`src/core/gpcd_pkg.sv`:
```
// Constants, types and shared helpers for the general-purpose port block.
// What this block does
// - Mode field 00 input, 01 output, 10 alternate function, 11 analog.
// - Pull field 00 none, 01 up, 10 down, 11 reserved acts as none.
// - Output-type 0 drives push-pull; 1 drives low only, high floats.
// - In output mode the pin carries its output data register bit.
// - Every non-analog pin level is sampled into the input data register each clock.
// - Reset leaves pins input pull-up; debug pins come up function 0, with clock pin 3 pulled down.
// - One of eight functions per pin; low and high select registers.
// - Function select resets to 0 and acts only in alternate mode.
// - Power pull-control bit set takes pulls from power registers.
// - Wakeup and oscillator functions from other blocks override the port.
// - Four 32-bit control registers for 16 pins; pulls any direction.
// - 16-bit data registers; output read-write, input read-only.
// - Set/clear register: 1 in set bit sets, 1 in clear bit clears.
// - Writing 0 to a set/clear bit leaves the output bit unchanged.
// - Set and clear of one pin in one write: set wins.
// - Set/clear acts once, never locks; output register stays writable.
// - All set/clear changes of one write land together.
// - The processor event output is routable to a pin as a function.
// - Type and speed are ignored in input and analog modes.
// - Registers accept word, half-word and byte writes.
// - Analog mode disables sampling; input bit reads zero.
package gpcd_pkg;

   localparam int NUM_PINS = 16;
   localparam int NUM_FUNCS = 8;
   localparam int FSEL_W = 4;
   localparam int PINS_PER_FSEL = 8;

   // Register indexes on the native register port.
   localparam logic [3:0] PIN_MODE_IDX = 4'h0;
   localparam logic [3:0] OUTPUT_TYPE_IDX = 4'h1;
   localparam logic [3:0] OUTPUT_SPEED_IDX = 4'h2;
   localparam logic [3:0] PULL_SELECT_IDX = 4'h3;
   localparam logic [3:0] PIN_INPUT_IDX = 4'h4;
   localparam logic [3:0] PIN_OUTPUT_IDX = 4'h5;
   localparam logic [3:0] BIT_SET_CLEAR_IDX = 4'h6;
   localparam logic [3:0] FUNC_SELECT_LOW_IDX = 4'h8;
   localparam logic [3:0] FUNC_SELECT_HIGH_IDX = 4'h9;

   // Reset values: debug data pin 2 and debug clock pin 3 in alternate mode.
   localparam logic [31:0] PIN_MODE_RESET = 32'h000000a0;
   localparam logic [31:0] PULL_SELECT_RESET = 32'h55555595;
   localparam logic [15:0] OUTPUT_TYPE_RESET = 16'h0000;
   localparam logic [31:0] OUTPUT_SPEED_RESET = 32'h00000000;
   localparam logic [31:0] FUNC_SELECT_RESET = 32'h00000000;
   localparam logic [15:0] PIN_OUTPUT_RESET = 16'h0000;

   // Field positions of the set/clear register.
   localparam int SET_LSB = 0;
   localparam int CLEAR_LSB = 16;

   // Function channel that carries the processor event output.
   localparam logic [2:0] EVENT_FUNC = 3'h7;

   typedef enum logic [1:0] {
      GPCD_MODE_INPUT = 2'b00,
      GPCD_MODE_OUTPUT = 2'b01,
      GPCD_MODE_ALT = 2'b10,
      GPCD_MODE_ANALOG = 2'b11
   } gpcd_mode_type;

   typedef enum logic [1:0] {
      GPCD_PULL_NONE = 2'b00,
      GPCD_PULL_UP = 2'b01,
      GPCD_PULL_DOWN = 2'b10,
      GPCD_PULL_RSVD = 2'b11
   } gpcd_pull_type;

   // Merge a write into a 32-bit register, honouring byte enables.
   function automatic logic [31:0] lane_merge(input logic [31:0] old_val,
                                              input logic [31:0] new_val,
                                              input logic [3:0] be);
      logic [31:0] res;
      res = old_val;
      for (int b = 0; b < 4; b++) begin
         if (be[b]) begin
            res[b*8 +: 8] = new_val[b*8 +: 8];
         end
      end
      return res;
   endfunction : lane_merge

   // Expand byte enables into a bit mask.
   function automatic logic [31:0] lane_mask(input logic [3:0] be);
      logic [31:0] res;
      res = 32'h00000000;
      for (int b = 0; b < 4; b++) begin
         res[b*8 +: 8] = {8{be[b]}};
      end
      return res;
   endfunction : lane_mask

endpackage : gpcd_pkg

```
`src/core/gpcd_sync.sv`:
```
// Two-stage synchroniser for the asynchronous pin levels.
`timescale 1ns/100ps
module gpcd_sync
   import gpcd_pkg::*;
(
   input wire logic clk,
   input wire logic rst,
   input wire logic [NUM_PINS-1:0] async_in,
   output logic [NUM_PINS-1:0] sync_out
);

   logic [NUM_PINS-1:0] meta;

   // The first stage feeds only the second; nothing else may look at it.
   always_ff @(posedge clk or posedge rst) begin
      if (rst) begin
         meta <= '0;
         sync_out <= '0;
      end else begin
         meta <= async_in;
         sync_out <= meta;
      end
   end

endmodule : gpcd_sync

```
`src/core/gpcd_pin_cell.sv`:
```
// Pad control for one pin: direction, drive type, pulls and speed.
`timescale 1ns/100ps
module gpcd_pin_cell
   import gpcd_pkg::*;
(
   input wire logic [1:0] mode,
   input wire logic otype,
   input wire logic [1:0] speed,
   input wire logic [1:0] pull_field,
   input wire logic pwr_pull_ctrl,
   input wire logic pwr_up,
   input wire logic pwr_down,
   input wire logic odr_bit,
   input wire logic af_data,
   input wire logic af_en,
   input wire logic ovr_en,
   input wire logic ovr_out,
   input wire logic ovr_oe,
   input wire logic ovr_pu,
   input wire logic ovr_pd,
   output logic pad_out,
   output logic pad_oe,
   output logic pad_pu,
   output logic pad_pd,
   output logic [1:0] pad_speed,
   output logic pad_analog
);

   logic drv_en;
   logic drv_data;
   logic [1:0] pull_code;

   // Pick the drive source and apply push-pull or open-drain.
   always_comb begin
      drv_en = 1'b0;
      drv_data = 1'b0;
      pad_speed = 2'b00;
      unique case (gpcd_mode_type'(mode))
         GPCD_MODE_OUTPUT: begin
            drv_en = 1'b1;
            drv_data = odr_bit;
            pad_speed = speed;
         end
         GPCD_MODE_ALT: begin
            drv_en = af_en;
            drv_data = af_data;
            pad_speed = speed;
         end
         GPCD_MODE_INPUT, GPCD_MODE_ANALOG: begin
            drv_en = 1'b0;
         end
      endcase
      pull_code = pwr_pull_ctrl ? {pwr_down, pwr_up} : pull_field;
      if (ovr_en) begin
         // Functions owned by other blocks win over all port settings.
         pad_out = ovr_out;
         pad_oe = ovr_oe;
         pad_pu = ovr_pu;
         pad_pd = ovr_pd;
         pad_speed = 2'b00;
         pad_analog = 1'b0;
      end else begin
         if (otype) begin
            pad_out = 1'b0;
            pad_oe = drv_en & ~drv_data;
         end else begin
            pad_out = drv_data;
            pad_oe = drv_en;
         end
         // Pulls act whatever the direction; reserved code means none.
         pad_pu = (gpcd_pull_type'(pull_code) == GPCD_PULL_UP);
         pad_pd = (gpcd_pull_type'(pull_code) == GPCD_PULL_DOWN);
         pad_analog = (gpcd_mode_type'(mode) == GPCD_MODE_ANALOG);
      end
   end

endmodule : gpcd_pin_cell

```
`src/core/gpcd_port.sv`:
```
// Sixteen-pin general-purpose port: registers, function mux and pad control.
`timescale 1ns/100ps
module gpcd_port
   import gpcd_pkg::*;
(
   input wire logic MCLK,
   input wire logic RST,
   // Native register port.
   input wire logic REG_WR,
   input wire logic REG_RD,
   input wire logic [3:0] REG_ADDR,
   input wire logic [3:0] REG_BE,
   input wire logic [31:0] REG_WDATA,
   output logic [31:0] REG_RDATA,
   output logic REG_ERR,
   // Pins.
   input wire logic [NUM_PINS-1:0] PIN_IN,
   output logic [NUM_PINS-1:0] PIN_OUT,
   output logic [NUM_PINS-1:0] PIN_OE,
   output logic [NUM_PINS-1:0] PIN_PU,
   output logic [NUM_PINS-1:0] PIN_PD,
   output logic [2*NUM_PINS-1:0] PIN_SPEED,
   output logic [NUM_PINS-1:0] PIN_ANALOG,
   // Power block pull control.
   input wire logic POWER_PULL_CONTROL_BIT,
   input wire logic [NUM_PINS-1:0] POWER_PULLUP_REG,
   input wire logic [NUM_PINS-1:0] POWER_PULLDOWN_REG,
   // Wakeup and oscillator overrides from other blocks.
   input wire logic [NUM_PINS-1:0] OVR_EN,
   input wire logic [NUM_PINS-1:0] OVR_OUT,
   input wire logic [NUM_PINS-1:0] OVR_OE,
   input wire logic [NUM_PINS-1:0] OVR_PU,
   input wire logic [NUM_PINS-1:0] OVR_PD,
   // Peripheral functions, eight channels per pin, channel c of pin i at i*8+c.
   input wire logic [NUM_PINS*NUM_FUNCS-1:0] AF_OUT,
   input wire logic [NUM_PINS*NUM_FUNCS-1:0] AF_OE,
   output logic [NUM_PINS*NUM_FUNCS-1:0] AF_IN,
   input wire logic CPU_EVENT_OUTPUT
);

   logic [31:0] pin_mode_reg;
   logic [NUM_PINS-1:0] output_type_reg;
   logic [31:0] output_speed_reg;
   logic [31:0] pull_select_reg;
   logic [NUM_PINS-1:0] pin_input_reg;
   logic [NUM_PINS-1:0] pin_output_reg;
   logic [31:0] func_select_low_reg;
   logic [31:0] func_select_high_reg;
   logic [NUM_PINS-1:0] pin_sync;
   logic [NUM_PINS-1:0] analog_pin;
   logic [NUM_PINS-1:0] set_bit;
   logic [NUM_PINS-1:0] clear_bit;
   logic [NUM_PINS-1:0] next_pin_output;
   logic [31:0] next_rdata;
   logic addr_ok;
   logic [31:0] be_mask;
   logic [NUM_PINS*FSEL_W-1:0] func_sel;

   // Write strobes decoded once for every writable register.
   logic wr_mode;
   logic wr_type;
   logic wr_speed;
   logic wr_pull;
   logic wr_out;
   logic wr_setclr;
   logic wr_fsel_lo;
   logic wr_fsel_hi;

   assign wr_mode = REG_WR && (REG_ADDR == PIN_MODE_IDX);
   assign wr_type = REG_WR && (REG_ADDR == OUTPUT_TYPE_IDX);
   assign wr_speed = REG_WR && (REG_ADDR == OUTPUT_SPEED_IDX);
   assign wr_pull = REG_WR && (REG_ADDR == PULL_SELECT_IDX);
   assign wr_out = REG_WR && (REG_ADDR == PIN_OUTPUT_IDX);
   assign wr_setclr = REG_WR && (REG_ADDR == BIT_SET_CLEAR_IDX);
   assign wr_fsel_lo = REG_WR && (REG_ADDR == FUNC_SELECT_LOW_IDX);
   assign wr_fsel_hi = REG_WR && (REG_ADDR == FUNC_SELECT_HIGH_IDX);
   assign be_mask = lane_mask(REG_BE);

   // Mode register; software is expected to write it last when enabling a function.
   always_ff @(posedge MCLK or posedge RST) begin
      if (RST) begin
         pin_mode_reg <= PIN_MODE_RESET;
      end else if (wr_mode) begin
         pin_mode_reg <= lane_merge(pin_mode_reg, REG_WDATA, REG_BE);
      end
   end

   // Output type register, one bit per pin in the low half-word.
   always_ff @(posedge MCLK or posedge RST) begin
      if (RST) begin
         output_type_reg <= OUTPUT_TYPE_RESET;
      end else if (wr_type) begin
         output_type_reg <= NUM_PINS'(lane_merge({16'h0000, output_type_reg}, REG_WDATA,
                                                 REG_BE));
      end
   end

   // Speed register, two bits per pin.
   always_ff @(posedge MCLK or posedge RST) begin
      if (RST) begin
         output_speed_reg <= OUTPUT_SPEED_RESET;
      end else if (wr_speed) begin
         output_speed_reg <= lane_merge(output_speed_reg, REG_WDATA, REG_BE);
      end
   end

   // Pull register, two bits per pin.
   always_ff @(posedge MCLK or posedge RST) begin
      if (RST) begin
         pull_select_reg <= PULL_SELECT_RESET;
      end else if (wr_pull) begin
         pull_select_reg <= lane_merge(pull_select_reg, REG_WDATA, REG_BE);
      end
   end

   // Function select registers, four bits per pin.
   always_ff @(posedge MCLK or posedge RST) begin
      if (RST) begin
         func_select_low_reg <= FUNC_SELECT_RESET;
         func_select_high_reg <= FUNC_SELECT_RESET;
      end else begin
         if (wr_fsel_lo) begin
            func_select_low_reg <= lane_merge(func_select_low_reg, REG_WDATA, REG_BE);
         end
         if (wr_fsel_hi) begin
            func_select_high_reg <= lane_merge(func_select_high_reg, REG_WDATA, REG_BE);
         end
      end
   end

   // Pins 0-7 take their selection from the low register, 8-15 from the high one.
   assign func_sel = {func_select_high_reg, func_select_low_reg};

   // Set/clear strobes; disabled byte lanes count as zero, which changes nothing.
   assign set_bit = wr_setclr ? REG_WDATA[SET_LSB +: NUM_PINS] & be_mask[SET_LSB +: NUM_PINS]
                              : '0;
   assign clear_bit = wr_setclr ? REG_WDATA[CLEAR_LSB +: NUM_PINS]
                                  & be_mask[CLEAR_LSB +: NUM_PINS] : '0;

   // Next output data: a direct write, or one atomic set/clear update.
   always_comb begin
      next_pin_output = pin_output_reg;
      if (wr_out) begin
         // Direct writes are always accepted; set/clear leaves no lock behind.
         next_pin_output = NUM_PINS'(lane_merge({16'h0000, pin_output_reg}, REG_WDATA,
                                                REG_BE));
      end else if (wr_setclr) begin
         // Clear first, then set, so a pin with both bits ends high.
         next_pin_output = (pin_output_reg & ~clear_bit) | set_bit;
      end
   end

   // All bits of one set/clear write land on the same edge.
   always_ff @(posedge MCLK or posedge RST) begin
      if (RST) begin
         pin_output_reg <= PIN_OUTPUT_RESET;
      end else begin
         pin_output_reg <= next_pin_output;
      end
   end

   // Pin levels come from outside the clock domain.
   gpcd_sync u_sync (
      .clk(MCLK),
      .rst(RST),
      .async_in(PIN_IN),
      .sync_out(pin_sync)
   );

   // Input data is refreshed every clock; analog pins read as zero.
   always_ff @(posedge MCLK or posedge RST) begin
      if (RST) begin
         pin_input_reg <= '0;
      end else begin
         pin_input_reg <= pin_sync & ~analog_pin;
      end
   end

   // Per-pin function mux and pad control.
   for (genvar i = 0; i < NUM_PINS; i++) begin : g_pin
      logic [2:0] sel;
      logic af_data;
      logic af_en;
      logic [1:0] mode;

      assign sel = func_sel[i*FSEL_W +: 3];
      assign mode = pin_mode_reg[2*i +: 2];
      assign analog_pin[i] = (gpcd_mode_type'(mode) == GPCD_MODE_ANALOG);

      // The event channel carries the processor event, always driven.
      assign af_data = (sel == EVENT_FUNC) ? CPU_EVENT_OUTPUT
                                          : AF_OUT[i*NUM_FUNCS + int'(sel)];
      assign af_en = (sel == EVENT_FUNC) ? 1'b1 : AF_OE[i*NUM_FUNCS + int'(sel)];

      // Only the selected channel sees the pin; the others read zero.
      for (genvar c = 0; c < NUM_FUNCS; c++) begin : g_in
         assign AF_IN[i*NUM_FUNCS + c] = (gpcd_mode_type'(mode) == GPCD_MODE_ALT)
                                         && (sel == 3'(c)) && pin_sync[i];
      end

      gpcd_pin_cell u_cell (
         .mode(mode),
         .otype(output_type_reg[i]),
         .speed(output_speed_reg[2*i +: 2]),
         .pull_field(pull_select_reg[2*i +: 2]),
         .pwr_pull_ctrl(POWER_PULL_CONTROL_BIT),
         .pwr_up(POWER_PULLUP_REG[i]),
         .pwr_down(POWER_PULLDOWN_REG[i]),
         .odr_bit(pin_output_reg[i]),
         .af_data(af_data),
         .af_en(af_en),
         .ovr_en(OVR_EN[i]),
         .ovr_out(OVR_OUT[i]),
         .ovr_oe(OVR_OE[i]),
         .ovr_pu(OVR_PU[i]),
         .ovr_pd(OVR_PD[i]),
         .pad_out(PIN_OUT[i]),
         .pad_oe(PIN_OE[i]),
         .pad_pu(PIN_PU[i]),
         .pad_pd(PIN_PD[i]),
         .pad_speed(PIN_SPEED[2*i +: 2]),
         .pad_analog(PIN_ANALOG[i])
      );
   end

   // Read mux; narrow registers sit in the low bits.
   always_comb begin
      next_rdata = 32'h00000000;
      addr_ok = 1'b1;
      unique case (REG_ADDR)
         PIN_MODE_IDX: next_rdata = pin_mode_reg;
         OUTPUT_TYPE_IDX: next_rdata = {16'h0000, output_type_reg};
         OUTPUT_SPEED_IDX: next_rdata = output_speed_reg;
         PULL_SELECT_IDX: next_rdata = pull_select_reg;
         PIN_INPUT_IDX: next_rdata = {16'h0000, pin_input_reg};
         PIN_OUTPUT_IDX: next_rdata = {16'h0000, pin_output_reg};
         BIT_SET_CLEAR_IDX: next_rdata = 32'h00000000;
         FUNC_SELECT_LOW_IDX: next_rdata = func_select_low_reg;
         FUNC_SELECT_HIGH_IDX: next_rdata = func_select_high_reg;
         default: addr_ok = 1'b0;
      endcase
   end

   // Read data is registered and holds until the next read.
   always_ff @(posedge MCLK or posedge RST) begin
      if (RST) begin
         REG_RDATA <= 32'h00000000;
      end else if (REG_RD) begin
         REG_RDATA <= next_rdata;
      end
   end

   // Unmapped accesses, and writes to the read-only input register, flag an error.
   always_ff @(posedge MCLK or posedge RST) begin
      if (RST) begin
         REG_ERR <= 1'b0;
      end else begin
         REG_ERR <= ((REG_RD || REG_WR) && !addr_ok)
                    || (REG_WR && REG_ADDR == PIN_INPUT_IDX);
      end
   end

endmodule : gpcd_port

```
`config.mk`:
```
export PLATFORM = sky130hd
export DESIGN_NAME = gpcd_port
export DESIGN_NICKNAME = d
export VERILOG_FILES = /design/src/core/gpcd_pkg.sv /design/src/core/gpcd_sync.sv /design/src/core/gpcd_pin_cell.sv /design/src/core/gpcd_port.sv
export SDC_FILE = /design/constraint.sdc
export NUM_CORES = 1
export LEC_CHECK = 0
export ABC_AREA = 1
export ABC_CLOCK_PERIOD_IN_PS = 11370
export BUFFER_PORTS_ARGS = -buffer_cell sky130_fd_sc_hd__buf_2
export CORE_AREA = 4 4 268 270
export DETAILED_ROUTE_END_ITERATION = 8
export DIE_AREA = 0 0 272 274
export PLACE_DENSITY_LB_ADDON = 0.12
export SYNTH_ARGS = -nofsm -noshare
export SYNTH_HDL_FRONTEND = slang
export SYNTH_SLANG_ARGS = --single-unit
```
`constraint.sdc`:
```
create_clock -name MCLK -period 11.37 [get_ports MCLK]
set_clock_uncertainty 0.2 [all_clocks]
set_input_delay 0.5685 -clock MCLK [delete_from_list [all_inputs] [get_ports MCLK]]
set_output_delay 0.5685 -clock MCLK [all_outputs]
set_load 0.02 [all_outputs]
```
==> flow_summary.ini, run 1 <==
[placement]
routabilityCongestion = 0.891
placed_area_um2 = 21400
dp_hpwl_um = 74400
port_buffers = 670

[clock_network]
cts-root-buf = clkbuf_16
clk_latency_ns = 0.54
cts_tree = yes
htreeDepth = 2
post_cts_buffers = 0
cts_buffers = 34
cts.clk_slew.worst_paths_ns = 0.07
clockBufferDepth = 3
clock_sinks = 273

[setup_path]
crit_fanout = 12
crit_arrival_ns = 2.99
worstPathRequired_ns = 10.60
slowest_delay_ns = 0.76
end_kind = primary output
worstSetupPathType = primary input to primary output
crit_top_cell = buf_2
startpoint_type = primary input
worstPathCellList = buf_2 -> buf_4 -> clkinv_1 -> o21ai_0 -> nor2_1 -> nor3b_1 -> buf_2
cpMaxStageDelayCell = clkinv_1

[global_route]
grt_util_all_layers_pct = 24.1
grt_pass1_vias = 19715
grt_pass1_wl_um = 134000
antenna_found_initial = 20
grt_max_degree = 83
overflow = 0

[floorplan]
die_height_um = 274
core_region_area_um2 = 69500
io-pin-count = 703
core.rowCount = 97
die_area_um2 = 74500
die_w_um = 272
start_util_pct = 25.5

[timing]
max-slew-margin-rel_pct = 32.1
setup_viol = 0
rsz0062_at_grt = false
min_period_over_period_pct = 33.0
hold_violations = 0
slew_viol_final = 0
fin_tns_setup_ns = 0
post-route-min-period_ns = 3.76
fmax_ghz = 0.266
tightest_slew_ns = 1.01

[power]
power_density_nw_per_um2 = 152
p_leak_uw = 0.0122
ir_worst_vdd_mv = 0.0693

[drt]
drt-vias-per-instance = 4.78
first_pass_iters = 7
wl_per_cell_um = 22.6
ant_nets = 0
drt-initial-drc-count = 1294
vias = 19877
wl_um = 93800
drcViolationCount = 0

[synth]
synth_ff_type = dfrtp_1
synth_nets = 3102
synth_area_leaders = dfrtp_1 36%, nand2_1 17%, o21ai_0 8.0%, inv_1 6.6%, nor2_1 6.3%
ys_seq_area_share_pct = 38.6
synth_top_area_share_pct = 35.9
synth-edff-count = 0
yosys.area.top_type = dfrtp_1
ys_async_sr_fraction_pct = 100
synth_cells = 2624
syn_avg_cell_area_um2 = 6.77
synth_seq_cells = 273
synth_warnings = 0
yosys.cell_types.count = 31
netlist_area_um2 = 17800

[final_layout]
area_growth_pct = 28.4
final_common_cell = nand2_1
nets = 3665
final_util_pct = 32.8
final_cell_mix = 782 x nand2_1, 670 x buf_2, 308 x inv_1, 295 x nor2_1, 284 x o21ai_0
layout-drive-gt1-share_pct = 24.3
stdcell_area_um2 = 22800

[hold_path]
hold_class = primary input to register

[outcome]
status = complete, no violations

[run]
max-cap-violations = 0
[cell usage after synthesis (2+ instances only)]
library cell and number:
clkbuf_1 77, ha_1 48, nor3b_1 4, o21a_1 3, o21ai_2 3, buf_4 82, o21ai_0 284, nand2_1 785
nor2_1 296, a21oi_1 29, a31oi_1 4, nor2_4 2, o31ai_1 13, dfrtp_1 255, o22ai_1 27, o2111ai_1 16
nand4_1 42, buf_2 16, inv_2 5, dfstp_2 18, nor3_1 23, nand3_2 2, buf_1 2, nand3_1 214
o221ai_1 14, o21ai_1 23, nor2_2 3, mux2i_1 22, inv_1 310
[repair_timing]
action	in CTS	in global routing
hold buffers	17	0
hold endpoints to repair	89	0
gates resized for setup	0	0
[kinds of logic (layout without fill, tap and decap cells)]
| group | Yosys count | count (layout) | share of synthesized area (%) |
|---|---|---|---|
| and+or+nand+nor | 1371 | 1371 | 31.5 |
| muxes | 22 | 22 | 1.24 |
| buffers and inverters | 493 | 1079 | 12.3 |
| other | 0 | 6 | 0 |
| DFF | 273 | 273 | 38.6 |
| adders and majority gates | 48 | 48 | 3.38 |
| AOI/OAI and AO/OA | 417 | 417 | 13.0 |
[critical path, delay by kind of cell]
family                 cells  cell delay [ns]
AO/OA/AOI/OAI              1             0.49
buffers and inverters      4             1.38
AND/OR/NAND/NOR            2             0.51
[per-stage QoR]
step	hold WS (ns)	instances	setup WS, ns	power (µW)
2_1_floorplan	0.131	2624	3.11	1900
6_report	0.0691	4156	7.61	3460
4_1_cts	0.0453	4150	7.56	3490
3_5_place_dp	0.135	4074	7.52	2320
5_1_grt	0.0792	4152	7.49	3670
3_3_place_gp	0.132	4074	7.55	2310
[cell type report]
type                       instances  area (µm²)
antenna                            6        15.0
clock buffer                      49        1010
clock inverter                    10         156
fill                            7825       46800
inverter                         316        1190
multi-input combinational       1858        8730
sequential                       273        6850
tap                              940        1180
timing repair buffer             704        3650
[worst paths after layout]
path,from,to,slack [ns],depth (start not counted)
hold / removal,REG_WDATA[13],pin_output_reg[13],0.07,3
setup reg to reg,func_select_high_reg[4],REG_RDATA[4],9.56,6
min in group asynchronous,RST,u_sync.meta[5],0.43,3
hold reg to reg,u_sync.meta[10],u_sync.sync_out[10],0.14,0
max in group asynchronous,RST,pin_input_reg[6],9.13,4
setup / recovery,POWER_PULL_CONTROL_BIT,PIN_PD[9],7.61,7
[per-layer routing]
layer / part of all wire, % / up-vias / track usage (%)
li1: - / 9499 / -
met1: 42 / 9574 / 31.0
met2: 49 / 679 / 42.4
met3: 6.5 / 105 / 4.85
met4: 1.6 / 20 / 4.54
met5: 0.13 / - / 0
[where the power goes]
group          switching, µW  internal (µW)  leakage [µW]  total, µW
clock                    449            707      0.000573       1160
sequential               184           1120       0.00347       1310
combinational            677            318       0.00815        995
total                   1310           2150        0.0122       3460
No activity file was read; power rests on OpenSTA's default activity.
==> run 2, diff against run 1 <==
ABC_CLOCK_PERIOD_IN_PS = 3650   (was 11370)
clock period = 3.65 ns   (was 11.37 ns; I/O delays follow)
==> run 2 against run 1 <==
Final cell count rose by 1.3%. Power rose to 3.2 times the previous value. Routed wire length rose by 1.3%. Worst hold slack got worse by 0.039 ns. Cell area rose by 2.6%. Core utilization rose by 0.86 points. Count of clock-buffer cells in the layout rose by 2. Register-to-register slack got worse by 7.7 ns. Clock power rose to 3.3 times the previous value. Worst setup slack got worse by 7.5 ns. Largest cell class unchanged.
==> flow_summary.ini, run 2 (synthesis gave the netlist of run 1 again) <==
[outcome]
status = complete, no violations

[final_layout]
area_growth_pct = 31.7
stdcell_area_um2 = 23400
layout-drive-gt1-share_pct = 24.5
fin_cells = 4208
nets = 3714
fillers = 7775
final_common_cell = nand2_1
final_cell_mix = 781 x nand2_1, 670 x buf_2, 308 x inv_1, 295 x nor2_1, 284 x o21ai_0

[drt]
drcViolationCount = 0
wl_per_cell_um = 22.6
wl_um = 95000
drt-initial-drc-count = 1412
vias = 20057
ant_nets = 0
first_pass_iters = 9
drt-vias-per-instance = 4.77

[timing]
post-route-min-period_ns = 3.56
tightest_slew_ns = 1.06
fmax_ghz = 0.281
max-slew-margin-rel_pct = 29.0
slew_viol_final = 0
min_period_over_period_pct = 97.7
hold_violations = 0
setup_viol = 0
rsz0062_at_grt = false

[floorplan]
core.rowCount = 97
core_region_area_um2 = 69500
start_util_pct = 25.5
die_w_um = 272
io-pin-count = 703
die_height_um = 274
die_area_um2 = 74500

[global_route]
overflow = 0
grt_max_degree = 77
grt_pass1_vias = 20180
grt_util_all_layers_pct = 24.4
grt_pass1_wl_um = 135000
antenna_found_initial = 17

[run]
max-cap-violations = 0

[hold_path]
hold_class = primary input to register
holdCritStartpoint = REG_ADDR[0]
hold_end = REG_RDATA[0]
hold_path_depth = 6

[setup_path]
worstReg2RegStart = func_select_low_reg[6]
r2r_cells = 4
startpoint_type = register
worstPathRequired_ns = 3.27
reg2reg_setup_slack_ns = 1.89
crit_arrival_ns = 3.18
crit_fanout = 5
r2r_end = REG_RDATA[6]
worstSetupPathType = register to primary output
end_kind = primary output

[clock_network]
clockBufferDepth = 3
cts_buffers = 35
clock_sinks = 273
cts.clk_slew.worst_paths_ns = 0.06
clk_latency_ns = 0.54
cts-root-buf = clkbuf_16
htreeDepth = 2
cts_tree = yes

[power]
p_leak_uw = 0.0125
finalPower_uw = 11100
ir_worst_vdd_mv = 0.209
power_density_nw_per_um2 = 473

[placement]
placedCellCount = 4085
placed_area_um2 = 21600
port_buffers = 670
dp_hpwl_um = 76000
routabilityCongestion = 0.877
run 2: changes by cell type in the layout (fill, tap and decap cells not counted), sizes merged:
cell,delta
buf,+11
clkinv,+2
clkbuf,+2
dlygate4sd3,+37
inv,-1
bufinv,+1
run 2: worst max-delay path: stages, from the launching register on:
cell and delay [ns]:
dfrtp_1 0.41, inv_1 0.09, ha_1 0.42, o21ai_0 0.47, a21oi_1 0.74, nand2_1 0.23, nand2_1 0.11, buf_2 0.16
run 2: worst max path at each step:
stage	slack, ns	start	endpoint
3_3_place_gp	0.82	pin_mode_reg[8]	PIN_OE[4]
5_1_grt	0.06	pin_mode_reg[8]	PIN_OE[4]
6_report	0.09	pin_mode_reg[8]	PIN_OE[4]
2_1_floorplan	-0.33	RST	REG_ERR
3_5_place_dp	0.83	pin_mode_reg[8]	PIN_OE[4]
4_1_cts	0.24	pin_mode_reg[8]	PIN_OE[4]
run 2: cell type report:
| cell class | instances | area, µm² | area share, % |
|---|---|---|---|
| Antenna cell | 6 | 15.0 | 0.0642 |
| Tap cell | 940 | 1180 | 5.03 |
| Sequential cell | 273 | 6850 | 29.3 |
| Timing Repair Buffer | 752 | 4140 | 17.7 |
| Clock buffer | 51 | 1080 | 4.61 |
| Clock inverter | 12 | 193 | 0.824 |
| Inverter | 316 | 1190 | 5.09 |
| Multi-Input combinational cell | 1858 | 8740 | 37.4 |
run 2: report_power, final:
part           switching, µW  internal, µW
combinational           2130          1030
clock                   1430          2410
sequential               575          3500
run 2: repair_timing:
| action | 4_1_cts | 5_1_grt |
|---|---|---|
| hold buffers | 54 | 0 |
| setup buffers | 0 | 0 |
| resized for setup | 0 | 0 |
| endpoints found under the hold margin | 225 | 0 |
run 2: layer usage:
metal  GRT usage, %  share of wire, %  vias up
li1               -                 -     9592
met1           31.6                43     9631
met2           42.1                49      689
met3           4.66               6.2      129
met4           6.05               2.3       16
met5              0              0.11        -
run 2: stage by stage:
stage               TNS, ns  setup WS, ns  utilization (%)  hold slack, ns
global route              0        0.0616             33.6          0.0806
global placement          0         0.822             31.0          0.0927
CTS                       0         0.242             33.6        0.000274
detailed placement        0         0.834             31.0          0.0923
floorplan            -83.44        -0.327                -          0.0139
finish                    0        0.0856             33.6          0.0296
==> run 3, diff against run 2 <==
CTS_BUF_LIST = sky130_fd_sc_hd__clkbuf_8 sky130_fd_sc_hd__clkbuf_16   (was unset)
==> run 3 against run 2 <==
Worst setup slack better by 0.068 ns. Power down 0.12%. Maximum frequency up 1.9%. Critical path type unchanged. Via count up 0.13%. Largest cell class unchanged. Worst hold slack worse by 0.0012 ns. Critical endpoint unchanged. Global-route usage unchanged.
==> flow_summary.ini, run 3 (synthesis gave the netlist of run 1 again) <==
[setup_path]
r2r_end = REG_RDATA[6]
cp_top_family = compound AO/OA/AOI/OAI gates
slowest_delay_ns = 0.69
crit_arrival_ns = 3.11
r2r_cells = 4
crit_cells = 7
worstPathRequired_ns = 3.27
end_kind = primary output
worstReg2RegStart = func_select_low_reg[6]
reg2reg_setup_slack_ns = 1.89
worstPathCellList = inv_1 -> ha_1 -> o21ai_0 -> a21oi_1 -> nand2_1 -> nand2_1 -> buf_2
critPathBufInv = 2
cpMaxStageDelayCell = a21oi_1
worstSetupPathType = register to primary output
startpoint_type = register
crit_top_cell = nand2_1
crit_fanout = 5

[drt]
drt-initial-drc-count = 1410
first_pass_iters = 6
wl_um = 95000
drcViolationCount = 0
wl_per_cell_um = 22.6
drt-vias-per-instance = 4.77
vias = 20083
ant_nets = 0

[clock_network]
clockBufferDepth = 3
cts.clk_slew.worst_paths_ns = 0.06
cts_buffers = 35
htreeDepth = 2
clock_sinks = 273
post_cts_buffers = 0
cts-root-buf = clkbuf_16
hold_buffers = 54
clk_latency_ns = 0.55
cts-resized-gates = 0
cts_tree = yes

[global_route]
grt_max_degree = 77
overflow = 0
grt_pass1_vias = 20180
grt_util_all_layers_pct = 24.4
antenna_found_initial = 17
grt_pass1_wl_um = 135000

[timing]
setup_slack_ns = 0.153
min_period_over_period_pct = 95.8
fmax_ghz = 0.286
rsz0062_at_grt = false
hold_violations = 0
post-route-min-period_ns = 3.50
setup_viol = 0
slew_viol_final = 0
max-slew-margin-rel_pct = 29.9
tightest_slew_ns = 1.05

[hold_path]
hold_path_depth = 6
hold_end = REG_RDATA[0]
holdCritStartpoint = REG_ADDR[0]
hold_class = primary input to register

[final_layout]
multi_input_area_um2 = 8740
layout-drive-gt1-share_pct = 24.5
area_growth_pct = 31.7
stdcell_area_um2 = 23400
ff_latch_area_um2 = 6850
final_cell_mix = 781 x nand2_1, 670 x buf_2, 312 x inv_1, 295 x nor2_1, 284 x o21ai_0
fillers = 7775
final_common_cell = nand2_1
nets = 3714

[power]
p_leak_uw = 0.0125
p_seq_share_pct = 36.8
pwr-share-comb_pct = 28.5
power_density_nw_per_um2 = 473
power.share.clock_pct = 34.6
p_sw_uw = 4130
ir_worst_vdd_mv = 0.208
sw_frac_of_total_pct = 37.4
p_int_uw = 6920
finalPower_uw = 11100

[placement]
routabilityCongestion = 0.877
placed_area_um2 = 21600
pre_cts_ws_ns = 0.834
port_buffers = 670
dp_hpwl_um = 76000

[floorplan]
core_region_area_um2 = 69500
die_area_um2 = 74500
core.rowCount = 97
die_w_um = 272
io-pin-count = 703
die_height_um = 274
start_util_pct = 25.5

[outcome]
status = complete, no violations

[run]
max-cap-violations = 0
run 3: cell count changes in the layout (fill, tap and decap cells not counted), sizes merged:
cell    before  now
inv        315  319
clkbuf      51   47
run 3: power groups by stage:
| stage | clock network (µW) | logic (µW) | registers (µW) |
|---|---|---|---|
| floorplan | 0 | 2060 | 3860 |
| CTS | 3910 | 3180 | 4070 |
| global route | 4020 | 3530 | 4150 |
| detailed placement | 0 | 3110 | 4120 |
| finish | 3830 | 3160 | 4070 |
| global placement | 0 | 3110 | 4110 |
run 3: layout make-up:
class,count,area share [%]
Inverter,316,5.09
Clock buffer,47,4.55
Timing Repair Buffer,752,17.7
Multi-Input combinational cell,1858,37.4
Tap cell,940,5.03
Antenna cell,6,0.0642
Sequential cell,273,29.3
Clock inverter,16,0.888
run 3: worst max path at each step:
stage,to,from
global placement,PIN_OE[4],pin_mode_reg[8]
CTS,PIN_OE[4],pin_mode_reg[8]
detailed placement,PIN_OE[4],pin_mode_reg[8]
floorplan,REG_ERR,RST
finish,PIN_OE[4],pin_mode_reg[8]
global route,PIN_OE[4],pin_mode_reg[8]
run 3: worst min-delay path, cell delays in order:
cell,delay [ns]
buf_2,0.14
nor2_4,0.08
nand3_1,0.08
nand4_1,0.12
nand2_1,0.08
nand2_1,0.05
run 3: layer usage:
metal	global-route usage [%]	share of wire [%]	up-vias
li1	-	-	9593
met1	31.6	43	9639
met2	42.1	49	708
met3	4.66	6.3	127
met4	6.05	2.2	16
met5	0	0.11	-
run 3: per-stage QoR:
stage                     instances  TNS, ns  hold WS [ns]  utilization, %
after global routing           4207        0        0.0806            33.6
after detailed placement       4085        0        0.0923            31.0
after global placement         4085        0        0.0927            31.0
final                          4208        0        0.0283            33.6
after CTS                      4202        0      0.000274            33.6
after floorplan                2624   -83.44        0.0139               -
